$ cat config.mk
export PLATFORM = sky130hd
export DESIGN_NAME = spv_synth_ctl
export DESIGN_NICKNAME = d
export VERILOG_FILES = /design/src/spv_pkg.sv /design/src/spv_synth_ctl.sv
export VERILOG_INCLUDE_DIRS = /design/src
export SDC_FILE = /design/constraint.sdc
export NUM_CORES = 1
export LEC_CHECK = 0
export BUFFER_PORTS_ARGS = -buffer_cell sky130_fd_sc_hd__buf_2
export CAP_MARGIN = 20
export CORE_UTILIZATION = 40
export DETAILED_ROUTE_END_ITERATION = 16
export SLEW_MARGIN = 25
export SYNTH_ARGS = -nofsm -noshare
export SYNTH_HDL_FRONTEND = slang
export SYNTH_SLANG_ARGS = --single-unit
$ cat constraint.sdc
create_clock -name clock_i -period 3.95 [get_ports clock_i]
set_clock_uncertainty 0.15 [all_clocks]
set_input_delay 0.5925 -clock clock_i [delete_from_list [all_inputs] [get_ports clock_i]]
set_output_delay 0.5925 -clock clock_i [all_outputs]
set_load 0.05 [all_outputs]
$ cat src/spv_cfg.svh
// register map, field positions, reset values and timing figures of the synthesizer control
`ifndef SPV_CFG_SVH
`define SPV_CFG_SVH

// register offsets
`define SPV_A_DEV_CTL   6'h00
`define SPV_A_TX_OPT    6'h02
`define SPV_A_MISC2     6'h0E
`define SPV_A_OSC_CTL   6'h11
`define SPV_A_PUMP_CTL  6'h12
`define SPV_A_MOD3      6'h15
`define SPV_A_MAIN1     6'h17
`define SPV_A_MAIN2     6'h18
`define SPV_A_MAIN3     6'h19
`define SPV_A_AUX1      6'h1A
`define SPV_A_AUX2      6'h1B
`define SPV_A_AUX3      6'h1C
`define SPV_A_PAGE_SEL  6'h29
`define SPV_A_INT_STAT  6'h2A
`define SPV_A_PAGED     6'h2C
`define SPV_A_CMD_STAT  6'h2E

// direct command codes
`define SPV_C_HOP_MAIN  8'h84
`define SPV_C_HOP_AUX   8'h85
`define SPV_C_SEG_AUTO  8'hA4
`define SPV_C_SEG_MAN   8'hA5

// device_state_control bits
`define SPV_B_CARRIER   1
`define SPV_B_RX_ONLY   2
`define SPV_B_AGC       3
`define SPV_B_STBY      7
// field positions elsewhere
`define SPV_B_MEAS      7
`define SPV_F_RAMP      7:6
`define SPV_F_XOSC      4:3
`define SPV_F_TARI      2:0
`define SPV_F_REF       6:4
`define SPV_F_PAGE      1:0
`define SPV_F_PUMP      2:0
`define SPV_F_FILT_R    7:6
`define SPV_F_FILT_C    5:3
// A and B inside the 24-bit concatenation of one divider set
`define SPV_F_DIV_A     9:0
`define SPV_F_DIV_B     19:10
`define SPV_B_READY     7
`define SPV_B_SEG_DONE  0
`define SPV_PAGE_SEG    2'h1

// reset values
`define SPV_R_ZERO      8'h00
`define SPV_R_OSC       8'h08

// crystal mode field codes
`define SPV_XO_FAST     2'h1
`define SPV_XO_SAVE     2'h2

// ramp field codes
`define SPV_RMP_100     2'h0
`define SPV_RMP_200     2'h1
`define SPV_RMP_400     2'h2

// timing figures
`define SPV_CLK_MHZ     40
`define SPV_RAMP1_US    100
`define SPV_RAMP2_US    200
`define SPV_RAMP4_US    400
`define SPV_TARI_US     25
`define SPV_XO_FAST_US  50
`define SPV_SETTLE_US   10

`endif

$ cat src/spv_pkg.sv
// shared types of the synthesizer control
`default_nettype none
package spv_pkg;

  // carrier ramp sequencer, one-hot
  typedef enum logic [3:0] {
    CAR_OFF  = 4'b0001,
    CAR_UP   = 4'b0010,
    CAR_ON   = 4'b0100,
    CAR_DOWN = 4'b1000
  } spv_car_t;

  // segment search sequencer, one-hot
  typedef enum logic [2:0] {
    SRCH_IDLE  = 3'b001,
    SRCH_WAIT  = 3'b010,
    SRCH_JUDGE = 3'b100
  } spv_srch_t;

  // divider word applied to the prescaler
  typedef struct packed {
    logic [9:0]  b;
    logic [9:0]  a;
    logic [16:0] n;
  } spv_div_t;

  // loop option fields
  typedef struct packed {
    logic [2:0] ref_sel;
    logic [2:0] pump;
    logic [1:0] filt_r;
    logic [2:0] filt_c;
  } spv_loop_t;

endpackage : spv_pkg
`default_nettype wire

$ cat src/spv_synth_ctl.sv
// synthesizer, oscillator segment and carrier ramp control behind the register port
//
// Function
// - auto command runs segment search
// - manual command returns to written segment
// - search done sets flag and interrupt
// - manual segment from oscillator control field
// - segment selector spans exactly sixteen ranges
// - search result readable on status page one
// - measurement result shown while measure bit set
// - three registers hold A and B
// - ratio equals B*32 plus A*33
// - hop commands pick main or aux
// - reference field selects comparison rate
// - crystal fast start then saving, overridable
// - pump current field drives pump
// - filter resistor and capacitor fields
// - carrier enable turns on tx and rx
// - ramp time from ramp and tari fields
// - ramp done sets ready and interrupt
// - carrier off ramps down then interrupts
// - receiver, gain control, standby bits
// - commands take effect at once, search runs on, accesses follow
`include "spv_cfg.svh"
`default_nettype none
module spv_synth_ctl #(
  parameter int RAMP1_CYC = `SPV_RAMP1_US * `SPV_CLK_MHZ,
  parameter int RAMP2_CYC = `SPV_RAMP2_US * `SPV_CLK_MHZ,
  parameter int RAMP4_CYC = `SPV_RAMP4_US * `SPV_CLK_MHZ,
  parameter int TARI_CYC  = `SPV_TARI_US * `SPV_CLK_MHZ,
  parameter int XO_CYC    = `SPV_XO_FAST_US * `SPV_CLK_MHZ,
  parameter int SETTLE_CYC = `SPV_SETTLE_US * `SPV_CLK_MHZ,
  parameter int SEG_W     = 4
) (
  input  wire logic            clock_i,
  input  wire logic            rst_n_i,
  // register port from the serial decoder
  input  wire logic            reg_wr_i,
  input  wire logic            reg_rd_i,
  input  wire logic [5:0]      reg_addr_i,
  input  wire logic [7:0]      reg_wdata_i,
  output logic      [7:0]      reg_rdata_o,
  // direct command strobe
  input  wire logic            cmd_valid_i,
  input  wire logic [7:0]      cmd_code_i,
  // analog feedback
  input  wire logic            tune_high_i,
  input  wire logic [2:0]      tune_meas_i,
  // analog controls and interrupts
  output logic [SEG_W-1:0]     segment_o,
  output spv_pkg::spv_div_t    divider_o,
  output spv_pkg::spv_loop_t   loop_o,
  output logic                 tune_meas_en_o,
  output logic                 xosc_fast_o,
  output logic                 tx_en_o,
  output logic                 rx_en_o,
  output logic                 agc_en_o,
  output logic                 standby_o,
  output logic                 ramp_up_o,
  output logic                 ramp_down_o,
  output logic                 irq_cmd_o,
  output logic                 irq_ana_o
);

  localparam int CW = 16;                 // wide enough for the longest ramp count

  // host-written registers
  logic [7:0] dev_ctl_reg;                // device_state_control
  logic [7:0] tx_opt_reg;                 // transmit_options
  logic [7:0] misc2_reg;                  // misc_config_two
  logic [7:0] osc_ctl_reg;                // oscillator_control
  logic [7:0] pump_reg;                   // charge_pump_filter_control
  logic [7:0] mod3_reg;                   // modulator_control_three
  logic [7:0] main_reg [3];               // main_divider_one..three
  logic [7:0] aux_reg  [3];               // aux_divider_one..three
  logic [7:0] page_reg;                   // status_page_select

  // block state
  logic                 use_aux_reg;      // divider source flag
  logic                 auto_seg_reg;     // segment from search, not host
  logic [SEG_W-1:0]     found_seg_reg;    // last search result
  logic [SEG_W-1:0]     trial_reg;        // segment under test
  logic [SEG_W-1:0]     bit_reg;          // one-hot bit under test
  logic                 seg_done_reg;     // sticky search-done status
  logic [CW-1:0]        srch_cnt_reg;     // settle timer
  spv_pkg::spv_srch_t   srch_reg;
  spv_pkg::spv_car_t    car_reg;
  logic [CW-1:0]        ramp_cnt_reg;     // ramp timer
  logic [CW-1:0]        ramp_len;         // chosen ramp length
  logic [CW-1:0]        xo_cnt_reg;       // crystal fast-start timer
  logic                 xo_start_reg;     // still in fast start

  logic wr_dev, wr_main, wr_aux;
  logic cmd_hop_main, cmd_hop_aux, cmd_auto, cmd_man;
  logic [1:0] main_idx, aux_idx;

  // command decode; every command takes effect in its own cycle, so the
  // next register access may follow on the next clock
  assign cmd_hop_main = cmd_valid_i && (cmd_code_i == `SPV_C_HOP_MAIN);
  assign cmd_hop_aux  = cmd_valid_i && (cmd_code_i == `SPV_C_HOP_AUX);
  assign cmd_auto     = cmd_valid_i && (cmd_code_i == `SPV_C_SEG_AUTO);
  assign cmd_man      = cmd_valid_i && (cmd_code_i == `SPV_C_SEG_MAN);

  assign wr_dev  = reg_wr_i && (reg_addr_i == `SPV_A_DEV_CTL);
  // divider sets sit on three consecutive offsets
  assign wr_main = reg_wr_i && (reg_addr_i >= `SPV_A_MAIN1) && (reg_addr_i <= `SPV_A_MAIN3);
  assign wr_aux  = reg_wr_i && (reg_addr_i >= `SPV_A_AUX1) && (reg_addr_i <= `SPV_A_AUX3);
  assign main_idx = 2'(reg_addr_i - `SPV_A_MAIN1);
  assign aux_idx  = 2'(reg_addr_i - `SPV_A_AUX1);

  // plain control registers
  always_ff @(posedge clock_i) begin
    if (!rst_n_i) begin
      dev_ctl_reg <= `SPV_R_ZERO;
      tx_opt_reg  <= `SPV_R_ZERO;
      misc2_reg   <= `SPV_R_ZERO;
      osc_ctl_reg <= `SPV_R_OSC;
      pump_reg    <= `SPV_R_ZERO;
      mod3_reg    <= `SPV_R_ZERO;
      page_reg    <= `SPV_R_ZERO;
    end else if (reg_wr_i) begin
      unique case (reg_addr_i)
        `SPV_A_DEV_CTL:  dev_ctl_reg <= reg_wdata_i;
        `SPV_A_TX_OPT:   tx_opt_reg  <= reg_wdata_i;
        `SPV_A_MISC2:    misc2_reg   <= reg_wdata_i;
        `SPV_A_OSC_CTL:  osc_ctl_reg <= reg_wdata_i;
        `SPV_A_PUMP_CTL: pump_reg    <= reg_wdata_i;
        `SPV_A_MOD3:     mod3_reg    <= reg_wdata_i;
        `SPV_A_PAGE_SEL: page_reg    <= reg_wdata_i;
        default: ;                                     // others live elsewhere or read-only
      endcase
    end
  end

  // the two divider sets, one generate entry per byte
  for (genvar i = 0; i < 3; i++) begin : g_div
    always_ff @(posedge clock_i) begin
      if (!rst_n_i) begin
        main_reg[i] <= `SPV_R_ZERO;
        aux_reg[i]  <= `SPV_R_ZERO;
      end else begin
        if (wr_main && main_idx == 2'(i)) begin
          main_reg[i] <= reg_wdata_i;
        end
        // aux may be reloaded while main drives the loop
        if (wr_aux && aux_idx == 2'(i)) begin
          aux_reg[i] <= reg_wdata_i;
        end
      end
    end
  end

  // hop commands only flip the source flag
  always_ff @(posedge clock_i) begin
    if (!rst_n_i) begin
      use_aux_reg <= 1'b0;
    end else if (cmd_hop_aux) begin
      use_aux_reg <= 1'b1;
    end else if (cmd_hop_main) begin
      use_aux_reg <= 1'b0;
    end
  end

  // divider word: A and B always taken from the same set in one edge
  // so the prescaler never sees half of each set
  logic [23:0] set_w;
  logic [9:0]  a_w, b_w;
  assign set_w = use_aux_reg ? {aux_reg[2], aux_reg[1], aux_reg[0]}
                             : {main_reg[2], main_reg[1], main_reg[0]};
  assign a_w = set_w[`SPV_F_DIV_A];
  assign b_w = set_w[`SPV_F_DIV_B];

  always_ff @(posedge clock_i) begin
    if (!rst_n_i) begin
      divider_o <= '0;
    end else begin
      divider_o.a <= a_w;
      divider_o.b <= b_w;
      // B*32 + A*33 = (A+B)*32 + A
      divider_o.n <= 17'({b_w, 5'h00}) + 17'({a_w, 5'h00}) + 17'(a_w);
    end
  end

  // loop option fields; the host is expected to set these and the main
  // set before enabling the carrier, nothing here enforces it
  always_ff @(posedge clock_i) begin
    if (!rst_n_i) begin
      loop_o <= '0;
    end else begin
      loop_o.ref_sel <= main_reg[0][`SPV_F_REF];
      loop_o.pump    <= pump_reg[`SPV_F_PUMP];
      loop_o.filt_r  <= pump_reg[`SPV_F_FILT_R];
      loop_o.filt_c  <= pump_reg[`SPV_F_FILT_C];
    end
  end

  // segment search: successive approximation, one bit per settle period,
  // four bits cover the sixteen ranges
  always_ff @(posedge clock_i) begin
    if (!rst_n_i) begin
      srch_reg      <= spv_pkg::SRCH_IDLE;
      trial_reg     <= '0;
      bit_reg       <= '0;
      srch_cnt_reg  <= '0;
      found_seg_reg <= '0;
    end else begin
      unique case (srch_reg)
        spv_pkg::SRCH_IDLE: begin
          if (cmd_auto) begin
            trial_reg    <= {1'b1, {(SEG_W-1){1'b0}}};
            bit_reg      <= {1'b1, {(SEG_W-1){1'b0}}};
            srch_cnt_reg <= CW'(SETTLE_CYC - 1);
            srch_reg     <= spv_pkg::SRCH_WAIT;
          end
        end
        spv_pkg::SRCH_WAIT: begin
          // let the loop settle on the trial segment
          if (srch_cnt_reg == '0) begin
            srch_reg <= spv_pkg::SRCH_JUDGE;
          end else begin
            srch_cnt_reg <= srch_cnt_reg - CW'(1);
          end
        end
        spv_pkg::SRCH_JUDGE: begin
          // high tuning voltage means the segment is too low: keep the bit
          if (bit_reg == {{(SEG_W-1){1'b0}}, 1'b1}) begin
            found_seg_reg <= tune_high_i ? trial_reg : (trial_reg & ~bit_reg);
            srch_reg      <= spv_pkg::SRCH_IDLE;
          end else begin
            trial_reg    <= (tune_high_i ? trial_reg : (trial_reg & ~bit_reg))
                            | (bit_reg >> 1);
            bit_reg      <= bit_reg >> 1;
            srch_cnt_reg <= CW'(SETTLE_CYC - 1);
            srch_reg     <= spv_pkg::SRCH_WAIT;
          end
        end
      endcase
    end
  end

  logic srch_end;
  assign srch_end = (srch_reg == spv_pkg::SRCH_JUDGE) && (bit_reg == {{(SEG_W-1){1'b0}}, 1'b1});

  // segment source: manual command wins back the host field at once, or when a running search ends
  always_ff @(posedge clock_i) begin
    if (!rst_n_i) begin
      auto_seg_reg <= 1'b0;
    end else if (cmd_man) begin
      auto_seg_reg <= 1'b0;
    end else if (cmd_auto) begin
      auto_seg_reg <= 1'b1;
    end
  end

  // applied segment; during a search the trial drives, the host field is
  // ignored, and the result holds after the search
  always_ff @(posedge clock_i) begin
    if (!rst_n_i) begin
      segment_o <= '0;
    end else if (srch_reg != spv_pkg::SRCH_IDLE) begin
      segment_o <= trial_reg;
    end else if (auto_seg_reg) begin
      segment_o <= found_seg_reg;
    end else begin
      segment_o <= osc_ctl_reg[SEG_W-1:0];
    end
  end

  // search-done status: set wins over the clear from a new search start
  always_ff @(posedge clock_i) begin
    if (!rst_n_i) begin
      seg_done_reg <= 1'b0;
      irq_cmd_o    <= 1'b0;
    end else begin
      irq_cmd_o <= srch_end;
      if (srch_end) begin
        seg_done_reg <= 1'b1;
      end else if (cmd_auto) begin
        seg_done_reg <= 1'b0;
      end
    end
  end

  // measurement enable follows the host bit
  always_ff @(posedge clock_i) begin
    if (!rst_n_i) begin
      tune_meas_en_o <= 1'b0;
    end else begin
      tune_meas_en_o <= osc_ctl_reg[`SPV_B_MEAS];
    end
  end

  // crystal: fast start after reset, then saving; field overrides
  always_ff @(posedge clock_i) begin
    if (!rst_n_i) begin
      xo_cnt_reg   <= CW'(XO_CYC - 1);
      xo_start_reg <= 1'b1;
      xosc_fast_o  <= 1'b1;
    end else begin
      if (xo_start_reg) begin
        if (xo_cnt_reg == '0) begin
          xo_start_reg <= 1'b0;
        end else begin
          xo_cnt_reg <= xo_cnt_reg - CW'(1);
        end
      end
      unique case (misc2_reg[`SPV_F_XOSC])
        `SPV_XO_FAST: xosc_fast_o <= 1'b1;
        `SPV_XO_SAVE: xosc_fast_o <= 1'b0;
        default:      xosc_fast_o <= xo_start_reg;
      endcase
    end
  end

  // ramp length from the ramp field, or from the tari setting
  always_comb begin
    unique case (mod3_reg[`SPV_F_RAMP])
      `SPV_RMP_100: ramp_len = CW'(RAMP1_CYC);
      `SPV_RMP_200: ramp_len = CW'(RAMP2_CYC);
      `SPV_RMP_400: ramp_len = CW'(RAMP4_CYC);
      default:      ramp_len = CW'(TARI_CYC) * CW'({1'b0, tx_opt_reg[`SPV_F_TARI]} + 4'h1);
    endcase
  end

  logic car_req;
  assign car_req = dev_ctl_reg[`SPV_B_CARRIER];

  // carrier sequencer; a request reversal mid-ramp turns around at once
  always_ff @(posedge clock_i) begin
    if (!rst_n_i) begin
      car_reg      <= spv_pkg::CAR_OFF;
      ramp_cnt_reg <= '0;
      irq_ana_o    <= 1'b0;
    end else begin
      irq_ana_o <= 1'b0;
      unique case (car_reg)
        spv_pkg::CAR_OFF: begin
          if (car_req) begin
            ramp_cnt_reg <= ramp_len - CW'(1);
            car_reg      <= spv_pkg::CAR_UP;
          end
        end
        spv_pkg::CAR_UP: begin
          if (!car_req) begin
            ramp_cnt_reg <= ramp_len - CW'(1);
            car_reg      <= spv_pkg::CAR_DOWN;
          end else if (ramp_cnt_reg == '0) begin
            car_reg   <= spv_pkg::CAR_ON;
            irq_ana_o <= 1'b1;
          end else begin
            ramp_cnt_reg <= ramp_cnt_reg - CW'(1);
          end
        end
        spv_pkg::CAR_ON: begin
          if (!car_req) begin
            ramp_cnt_reg <= ramp_len - CW'(1);
            car_reg      <= spv_pkg::CAR_DOWN;
          end
        end
        spv_pkg::CAR_DOWN: begin
          if (car_req) begin
            ramp_cnt_reg <= ramp_len - CW'(1);
            car_reg      <= spv_pkg::CAR_UP;
          end else if (ramp_cnt_reg == '0) begin
            car_reg   <= spv_pkg::CAR_OFF;
            irq_ana_o <= 1'b1;
          end else begin
            ramp_cnt_reg <= ramp_cnt_reg - CW'(1);
          end
        end
      endcase
    end
  end

  // enables to the analog blocks
  always_ff @(posedge clock_i) begin
    if (!rst_n_i) begin
      tx_en_o     <= 1'b0;
      rx_en_o     <= 1'b0;
      agc_en_o    <= 1'b0;
      standby_o   <= 1'b0;
      ramp_up_o   <= 1'b0;
      ramp_down_o <= 1'b0;
    end else begin
      // transmitter stays on through the ramp-down tail
      tx_en_o     <= car_req || (car_reg != spv_pkg::CAR_OFF);
      rx_en_o     <= car_req || dev_ctl_reg[`SPV_B_RX_ONLY];
      agc_en_o    <= dev_ctl_reg[`SPV_B_AGC];
      standby_o   <= dev_ctl_reg[`SPV_B_STBY];
      ramp_up_o   <= (car_reg == spv_pkg::CAR_UP);
      ramp_down_o <= (car_reg == spv_pkg::CAR_DOWN);
    end
  end

  // read path, one cycle after the read strobe; unmapped offsets read zero
  always_ff @(posedge clock_i) begin
    if (!rst_n_i) begin
      reg_rdata_o <= `SPV_R_ZERO;
    end else if (reg_rd_i) begin
      unique case (reg_addr_i)
        `SPV_A_DEV_CTL:  reg_rdata_o <= dev_ctl_reg;
        `SPV_A_TX_OPT:   reg_rdata_o <= tx_opt_reg;
        `SPV_A_MISC2:    reg_rdata_o <= misc2_reg;
        `SPV_A_OSC_CTL:  reg_rdata_o <= osc_ctl_reg;
        `SPV_A_PUMP_CTL: reg_rdata_o <= pump_reg;
        `SPV_A_MOD3:     reg_rdata_o <= mod3_reg;
        `SPV_A_MAIN1:    reg_rdata_o <= main_reg[0];
        `SPV_A_MAIN2:    reg_rdata_o <= main_reg[1];
        `SPV_A_MAIN3:    reg_rdata_o <= main_reg[2];
        `SPV_A_AUX1:     reg_rdata_o <= aux_reg[0];
        `SPV_A_AUX2:     reg_rdata_o <= aux_reg[1];
        `SPV_A_AUX3:     reg_rdata_o <= aux_reg[2];
        `SPV_A_PAGE_SEL: reg_rdata_o <= page_reg;
        `SPV_A_INT_STAT: begin
          reg_rdata_o <= `SPV_R_ZERO;
          reg_rdata_o[`SPV_B_READY] <= (car_reg == spv_pkg::CAR_ON);
        end
        `SPV_A_PAGED: begin
          if (page_reg[`SPV_F_PAGE] == `SPV_PAGE_SEG) begin
            reg_rdata_o <= {found_seg_reg, 1'b0,
                            osc_ctl_reg[`SPV_B_MEAS] ? tune_meas_i : 3'h0};
          end else begin
            reg_rdata_o <= `SPV_R_ZERO;
          end
        end
        `SPV_A_CMD_STAT: begin
          reg_rdata_o <= `SPV_R_ZERO;
          reg_rdata_o[`SPV_B_SEG_DONE] <= seg_done_reg;
        end
        default: reg_rdata_o <= `SPV_R_ZERO;
      endcase
    end
  end

endmodule : spv_synth_ctl
`default_nettype wire

## Word level (Yosys, flattened, before mapping)

Memories as Yosys holds them, arrays and structs flattened.
Cells that the tools add are included.

| cells by class | value |
|---|---|
| bitwise gates (word level) | 11 |
| add/sub/neg operators | 9 |
| $mul | 1 |
| magnitude comparators | 4 |
| reduce and logical (&&, ||, !) cells | 42 |
| eq/ne operators | 46 |
| multiplexer cells | 70 |

Operators with widths:

| operator | number |
|---|---|
| $mux 16 | 8 |
| $pmux 8 s16 | 1 |
| $pmux 16 s4 | 1 |
| $sub 16x1->16 const B | 4 |
| $mux 8 | 7 |
| $eq 6x5->1 const B | 9 |
| $logic_not 16->1 | 3 |
| $mux 4 | 12 |
| $pmux 16 s3 | 1 |
| $pmux 14 s3 | 1 |
| $eq 8x8->1 const B | 4 |
| $mux 1 | 28 |
| $eq 6x6->1 const B | 4 |
| $reduce_and 2->1 | 11 |
| $mux 20 | 1 |
| $add 16x10->17 | 1 |
| $add 15x15->16 | 1 |
| $pmux 4 s2 | 2 |
| $pmux 4 s4 | 1 |
| $logic_and 1x1->1 | 15 |
| $ge 6x5->1 const B | 2 |
| $le 6x5->1 const B | 2 |
| $ne 2x2->1 const B | 6 |
| $mul 7x4->11 const A | 1 |
| other kinds (32) | 57 |

| storage, ports and cells | value |
|---|---|
| output and inout bits | 70 |
| memories | 2 |
| register bits | 197 |
| memory bits (writable) | 48 |
| word-level logic and storage cells | 223 |
| bits of input ports | 31 |

Memories:

| name | words | bits a word | rd ports | clocked after memory_dff | wr ports | RTL line | source |
|---|---|---|---|---|---|---|---|
| aux_reg | 3 | 8 | 3 | 0 | 3 | spv_synth_ctl.sv:75 | `logic [7:0] aux_reg [3];` |
| main_reg | 3 | 8 | 3 | 0 | 3 | spv_synth_ctl.sv:74 | `logic [7:0] main_reg [3];` |

## Depth between registers and ports, before layout

Gate-level depths: netlist (run 1).

| logic depth | value |
|---|---|
| word-level depth | 8 |
| mapped depth | 14 |

## Worst setup path after synthesis (run 1)

OpenSTA, ideal clock, no wires.

| timing path | value |
|---|---|
| kind | reg2reg |
| from | register tx_opt_reg[0] |
| to | register ramp_cnt_reg[14] |
| slack | -0.368 ns |
| data required time | 3.708 ns |
| stages on the path, launching flop included | 13 |
| arrival time | 4.076 ns |
| path buffers | 0 |
| cells stage by stage | dfxtp_1 -> ha_1 -> xor2_1 -> fa_1 -> fa_1 -> inv_1 -> ha_1 -> nand2b_1 -> a211o_1 -> a311oi_2 -> nand2_1 -> or4_1 -> o32ai_1 |

| between the ends | value |
|---|---|
| word-level cells in the longest chain between the ends | 6 |
| elaborated cells on any way between the ends | 9 |
| classes of those cells | add/sub: 2; mul: 1; mux: 6 |

Ends and longest elaborated chain:

| what | RTL line | source |
|---|---|---|
| from (decl) | spv_synth_ctl.sv:69 | `logic [7:0] tx_opt_reg;` |
| from (signal assigned) | spv_synth_ctl.sv:115 | `` tx_opt_reg <= `SPV_R_ZERO; `` |
| from (signal assigned) | spv_synth_ctl.sv:124 | `` `SPV_A_TX_OPT: tx_opt_reg <= reg_wdata_i; `` |
| $add 3x1->4 * | spv_synth_ctl.sv:321 | `` default: ramp_len = CW'(TARI_CYC) * CW'({1'b0, tx_opt_reg[`SPV_F_TARI]} + 4'h1); `` |
| $mul 7x4->11 * | spv_synth_ctl.sv:321 |  |
| $pmux 14 s3 * | spv_synth_ctl.sv:317 | `` unique case (mod3_reg[`SPV_F_RAMP]) `` |
| $sub 16x1->16 * | n/a |  |
| $mux 16, on equally long branches | n/a |  |
| $pmux 16 s4 * | spv_synth_ctl.sv:336 | `unique case (car_reg)` |
| to (signal assigned) | spv_synth_ctl.sv:339 | `ramp_cnt_reg <= ramp_len - CW'(1);` |
| to (signal assigned) | spv_synth_ctl.sv:345 | `ramp_cnt_reg <= ramp_len - CW'(1);` |
| to (signal assigned) | spv_synth_ctl.sv:356 | `ramp_cnt_reg <= ramp_len - CW'(1);` |
| to (decl) | spv_synth_ctl.sv:88 | `logic [CW-1:0] ramp_cnt_reg;` |

Every way passes the cells marked *; elsewhere a longest branch is shown, timed or not. The select of a mux whose other input is x is not followed.
A chain may end at the register's enable or synchronous reset.

## Worst setup path after layout (run 1)

| timing path | value |
|---|---|
| from | register tx_opt_reg[1] |
| to | register ramp_cnt_reg[14] |

The elaborated chain is that of the path after synthesis.

==> impl_metrics.py, run 1 <==
metrics = {
    "run_status": {
        "outcome": "complete, no violations",
    },
    "cts": {
        "numClockSinks": 240,
        "cts_hold_buf": 0,
        "cts_root_buf": "clkbuf_16",
        "cts.htree.levels": 1,
        "insertion_delay_ns": 0.54,
        "clk_pin_slew_worst_paths_ns": 0.06,
        "ctsLongestPathBuffers": 3,
        "cts_tree": "done",
        "cts_inserted_buffers": 27,
    },
    "timing": {
        "fmax_ghz": 0.261,
        "hold_viol": 0,
        "slew_headroom": 0.388,
        "worst_pin_slew_ns": 0.913,
        "finalMaxSlewViolations": 0,
        "setup-violations-final": 0,
        "setup_ws_ns": 0.123,
        "post-route-period-util": 0.969,
        "fin_crit_ns": 3.83,
        "tns_ns": 0,
        "fin_hold_ws_ns": 0.210,
    },
    "drt": {
        "ant_nets": 0,
        "drt_pass1_iterations": 6,
        "vias": 9643,
        "drt_iter0_drc": 998,
        "wl_microns": 32500,
        "wl_per_cell_microns": 18.5,
        "drc": 0,
        "vias_per_cell": 5.49,
    },
    "yosys": {
        "ys_types": 76,
        "yosys_register_bits": 240,
        "syn_nets": 1341,
        "synth_common_cells": "dfxtp_1 (192), nor2_1 (113), nand2_1 (111)",
        "ys.flop_type": "dfxtp_1",
        "async_reset_ff_frac": 0,
        "netlist.area_leader.share": 0.327,
        "synth_warnings": 0,
        "avgSynthCellArea_sq_um": 9.34,
        "synth-edff-count": 48,
        "syn-cell-area_sq_um": 11700,
        "syn_inst": 1257,
        "ys_top_cells_by_area": "dfxtp_1 (33%), edfxtp_1 (12%), and2_1 (4.3%)",
        "synth-seq-area-share": 0.450,
        "yosysTopAreaCell": "dfxtp_1",
        "synth.most_common_cell": "dfxtp_1",
    },
    "grt": {
        "overflow": 0,
        "grt_max_degree": 77,
        "track_usage": 0.213,
        "grt_pass1_vias": 9181,
        "grtUsageMet1": 0.296,
        "met3_usage": 0.0344,
        "gr-usage-met2": 0.336,
        "grt_pass1_wl_microns": 51000,
        "antenna_found_initial": 0,
        "top_usage_layer": "met2",
    },
    "placement": {
        "gp_congestion": 0.898,
        "pre_cts_ws_ns": -0.00390,
        "io_buffers": 100,
        "placed_area_sq_um": 12700,
        "dp_hpwl_microns": 23000,
    },
    "worst_setup_path": {
        "start_kind": "flop",
        "crit_type": "flop to flop",
        "path_max_fanout": 4,
        "endpoint_kind": "flop",
        "critPathArrivalTime_ns": 4.13,
        "cp.required_ns": 4.25,
    },
    "die": {
        "core_sq_um": 28800,
        "fp.dieArea_sq_um": 30000,
        "io_pins": 101,
        "num_rows": 62,
        "fp.dieH_microns": 173,
        "initial_utilization": 0.408,
        "die_w_microns": 173,
    },
    "run": {
        "maxCapViolCount": 0,
    },
    "layout": {
        "syn2layout_area_growth_pct": 16.4,
        "n_fill_cell": 2724,
        "drive_gt1_frac": 0.171,
        "diodes": 0,
        "finalNetCount": 1436,
        "final_util": 0.475,
        "fin_area_sq_um": 13700,
        "largest_register_ffs": 32,
    },
    "pwr": {
        "p_per_area_nw_per_um2": 479,
        "leakagePower_nw": 5.40,
        "max-vdd-ir-drop_mv": 0.310,
    },
    "hold_path": {
        "hold_path_class": "primary input to flop",
    },
}
worst max-delay path: stages (launching register included):
cell	delay, ns
dfxtp_4	0.37
ha_4	0.15
xor2_4	0.20
fa_2	0.49
buf_6	0.14
fa_1	0.49
ha_4	0.30
nor2_1	0.06
a211o_1	0.23
a311oi_2	0.34
nand2_1	0.11
or4_4	0.44
o32ai_2	0.25
final timing paths:
kind | slack [ns] | cells past startpoint | endpoint | from
hold / removal | 0.21 | 3 | use_aux_reg | cmd_code_i[0]
setup / recovery | 0.12 | 12 | ramp_cnt_reg[14] | tx_opt_reg[1]
hold reg to reg | 0.29 | 2 | reg_rdata_o[0] | reg_rdata_o[0]
setup reg to reg | 0.12 | 12 | ramp_cnt_reg[14] | tx_opt_reg[1]
metrics by stage:
step,std cells,power (mW)
after floorplan,1257,3.82
after global placement,1706,4.12
after detailed placement,1706,4.15
after CTS,1755,6.60
after global routing,1756,6.85
final,1756,6.55
cells in the final DEF (no fill, tap or decap), drive strengths merged, types with 6 or more instances in the layout:
| master | netlist | final |
|---|---|---|
| fa | 13 | 13 |
| dfxtp | 192 | 192 |
| mux2 | 17 | 17 |
| and2 | 81 | 81 |
| o21ai | 41 | 41 |
| nor3 | 34 | 34 |
| mux2i | 36 | 36 |
| nand3 | 52 | 52 |
| xnor2 | 21 | 21 |
| ha | 40 | 40 |
| buf | 15 | 134 |
| nand2 | 111 | 111 |
| clkinv | 0 | 10 |
| nor2b | 8 | 8 |
| nand2b | 18 | 18 |
| xor2 | 14 | 14 |
| a21oi | 89 | 89 |
| inv | 40 | 41 |
| a221oi | 7 | 7 |
| a31oi | 11 | 11 |
| and3 | 12 | 12 |
| a222oi | 7 | 7 |
| a211oi | 10 | 10 |
| a22o | 10 | 10 |
| o21a | 7 | 7 |
| nor3b | 6 | 6 |
| or3 | 14 | 14 |
| o31ai | 9 | 9 |
| nand4 | 13 | 13 |
| nor4 | 15 | 15 |
| clkbuf | 53 | 33 |
| edfxtp | 48 | 48 |
| nor2 | 113 | 113 |
| a22oi | 35 | 35 |
where the power goes:
part / switching, mW / leakage, nW / total [mW] / internal (mW)
sequential: 0.139 / 2.02 / 2.79 / 2.66
clock: 1.02 / 0.417 / 2.44 / 1.42
combinational: 0.874 / 2.97 / 1.31 / 0.436
total: 2.03 / 5.40 / 6.55 / 4.51
area by class of cell:
| class | count | area (sq um) | area share |
|---|---|---|---|
| multi-input cells | 909 | 6110 | 0.447 |
| flip-flops and latches | 240 | 5290 | 0.387 |
| repair buffers | 134 | 772 | 0.0565 |
| clock buffers | 33 | 718 | 0.0525 |
| well taps | 384 | 480 | 0.0352 |
| inverters | 40 | 153 | 0.0112 |
| clock inverters | 16 | 141 | 0.0103 |
cell families after synthesis:
logic type,share of synthesized area
AND/OR/NAND/NOR,0.226
AO/OA/AOI/OAI,0.149
flip-flops,0.450
buffers and inverters,0.0368
adder cells (fa/ha/maj),0.0656
multiplexers,0.0470
XOR/XNOR,0.0261
repair_timing:
action | 4_1_cts | 5_1_grt
setup endpoints to repair | 1 | 3
setup buffers | 0 | 1
pin swaps | 0 | 9
resized for setup | 3 | 10
layer usage:
| layer | routed length, microns | share of wire |
|---|---|---|
| met1 | 14600 | 0.45 |
| met4 | 900 | 0.028 |
| met2 | 14900 | 0.46 |
| met5 | 0 | 0 |
| met3 | 2050 | 0.063 |
(Power assumes the default switching activity.)
==> run 2, diff against run 1 <==
--- a/config.mk
+++ b/config.mk
@@ -10,6 +10,7 @@
 export CAP_MARGIN = 20
 export CORE_UTILIZATION = 40
 export DETAILED_ROUTE_END_ITERATION = 16
+export REMOVE_ABC_BUFFERS = 1
 export SLEW_MARGIN = 25
 export SYNTH_ARGS = -nofsm -noshare
 export SYNTH_HDL_FRONTEND = slang
==> constraint.sdc (replaced) <==
create_clock -name clock_i -period 4.71 [get_ports clock_i]
set_clock_uncertainty 0.15 [all_clocks]
set_input_delay 0.7065 -clock clock_i [delete_from_list [all_inputs] [get_ports clock_i]]
set_output_delay 0.7065 -clock clock_i [all_outputs]
set_load 0.05 [all_outputs]
==> impl_metrics.py, run 2 (synthesis results as in run 1) <==
metrics = {
    "run_status": {
        "outcome": "complete, no violations",
    },
    "die": {
        "die_w_microns": 173,
        "initial_utilization": 0.408,
        "io_pins": 101,
        "core_sq_um": 28800,
        "fp.dieArea_sq_um": 30000,
        "fp.dieH_microns": 173,
        "num_rows": 62,
    },
    "grt": {
        "antenna_found_initial": 1,
        "grt_pass1_vias": 9037,
        "grtUsageMet1": 0.291,
        "overflow": 0,
        "track_usage": 0.207,
        "grt_pass1_wl_microns": 49700,
        "gr-usage-met2": 0.325,
        "grt_max_degree": 69,
        "top_usage_layer": "met2",
        "met3_usage": 0.0351,
    },
    "layout": {
        "final_common_cell": "dfxtp_1",
        "final_cell_mix": "dfxtp_1 (192), nor2_1 (113), nand2_1 (111)",
        "largest_register_ffs": 32,
        "final_util": 0.469,
        "drive_gt1_frac": 0.154,
        "finalNetCount": 1424,
        "diodes": 0,
        "syn2layout_area_growth_pct": 14.9,
        "fin_area_sq_um": 13500,
    },
    "drt": {
        "vias_per_cell": 5.48,
        "wl_per_cell_microns": 18.1,
        "ant_nets": 0,
        "drc": 0,
        "drt_pass1_iterations": 5,
        "drt_iter0_drc": 891,
        "vias": 9563,
        "wl_microns": 31500,
    },
    "pwr": {
        "max-vdd-ir-drop_mv": 0.261,
        "p_per_area_nw_per_um2": 408,
        "leakagePower_nw": 5.34,
    },
    "cts": {
        "ctsLongestPathBuffers": 3,
        "post_cts_buffers": 0,
        "numClockSinks": 240,
        "ctsResizeCount": 0,
        "cts_hold_buf": 0,
        "cts.htree.levels": 1,
        "cts_tree": "done",
        "cts_root_buf": "clkbuf_16",
        "insertion_delay_ns": 0.55,
        "cts_inserted_buffers": 27,
        "clk_pin_slew_worst_paths_ns": 0.06,
    },
    "timing": {
        "fin_hold_ws_ns": 0.301,
        "finalMaxSlewViolations": 0,
        "hold_viol": 0,
        "fin_crit_ns": 4.24,
        "setup_ws_ns": 0.473,
        "post-route-period-util": 0.900,
        "grt_setup_unrepaired": "false",
        "setup-violations-final": 0,
        "fmax_ghz": 0.236,
        "tns_ns": 0,
        "slew_headroom": 0.281,
        "worst_pin_slew_ns": 1.08,
    },
    "placement": {
        "placed_area_sq_um": 12600,
        "pre_cts_ws_ns": 0.438,
        "gp_congestion": 0.857,
        "dp_hpwl_microns": 22100,
        "io_buffers": 100,
    },
    "worst_setup_path": {
        "start_kind": "flop",
        "crit_type": "flop to flop",
        "critPathArrivalTime_ns": 4.53,
        "cp.required_ns": 5.00,
        "endpoint_kind": "flop",
        "path_max_fanout": 4,
    },
    "hold_path": {
        "hold_path_class": "primary input to flop",
    },
    "run": {
        "maxCapViolCount": 0,
    },
}
==> run 2: cell count changes in the layout (fill, tap and decap cells not counted), moves of 2 or more <==
cell and delta:
dfxtp_1 +3, ha_1 +3, fa_2 -2, buf_4 -10, clkbuf_8 +2, dfxtp_4 -2, ha_4 -3, fa_1 +2
==> run 2: per-stage QoR <==
step,instances,power (mW)
final,1745,5.51
after global routing,1745,5.77
after CTS,1745,5.55
after detailed placement,1695,3.46
after global placement,1695,3.46
after floorplan,1189,3.16
==> run 2: layer usage <==
layer  up-vias  share of wire  routed length, microns
met2       333           0.44                   14000
met1      4523           0.46                   14600
met3        50          0.067                    2110
li1       4657              -                       -
met5         -              0                       0
met4         0          0.026                     812
==> run 2: area by class of cell <==
cell class / instances / area, sq um
Sequential cell: 240 / 5290
Clock inverter: 16 / 138
Timing Repair Buffer: 122 / 666
Clock buffer: 34 / 742
Multi-Input combinational cell: 909 / 6020
Fill cell: 2745 / 15300
Inverter: 40 / 153
Tap cell: 384 / 480
==> run 2: path summary, 6_finish.rpt <==
kind                                startpoint          endpoint  slack [ns]  cells past startpoint
worst min register to register  reg_rdata_o[0]    reg_rdata_o[0]        0.30                      2
worst max register to register   tx_opt_reg[1]  ramp_cnt_reg[14]        0.47                     12
worst min-delay path             cmd_code_i[0]       use_aux_reg        0.30                      3
worst max-delay path             tx_opt_reg[1]  ramp_cnt_reg[14]        0.47                     12
==> run 2: critical path, cell delays in order (launching register included) <==
cell and delay (ns):
dfxtp_1 0.38, ha_1 0.18, xor2_1 0.36, fa_1 0.58, fa_1 0.56, inv_1 0.04, ha_1 0.34, nand2b_1 0.11
a211o_1 0.27, a311oi_2 0.37, nand2_1 0.08, or4_1 0.44, o32ai_1 0.27
==> run 2: where the power goes <==
| part | leakage [nW] | internal [mW] | switching (mW) |
|---|---|---|---|
| logic | 2.89 | 0.364 | 0.727 |
| clock network | 0.430 | 1.22 | 0.855 |
| registers | 2.02 | 2.23 | 0.114 |
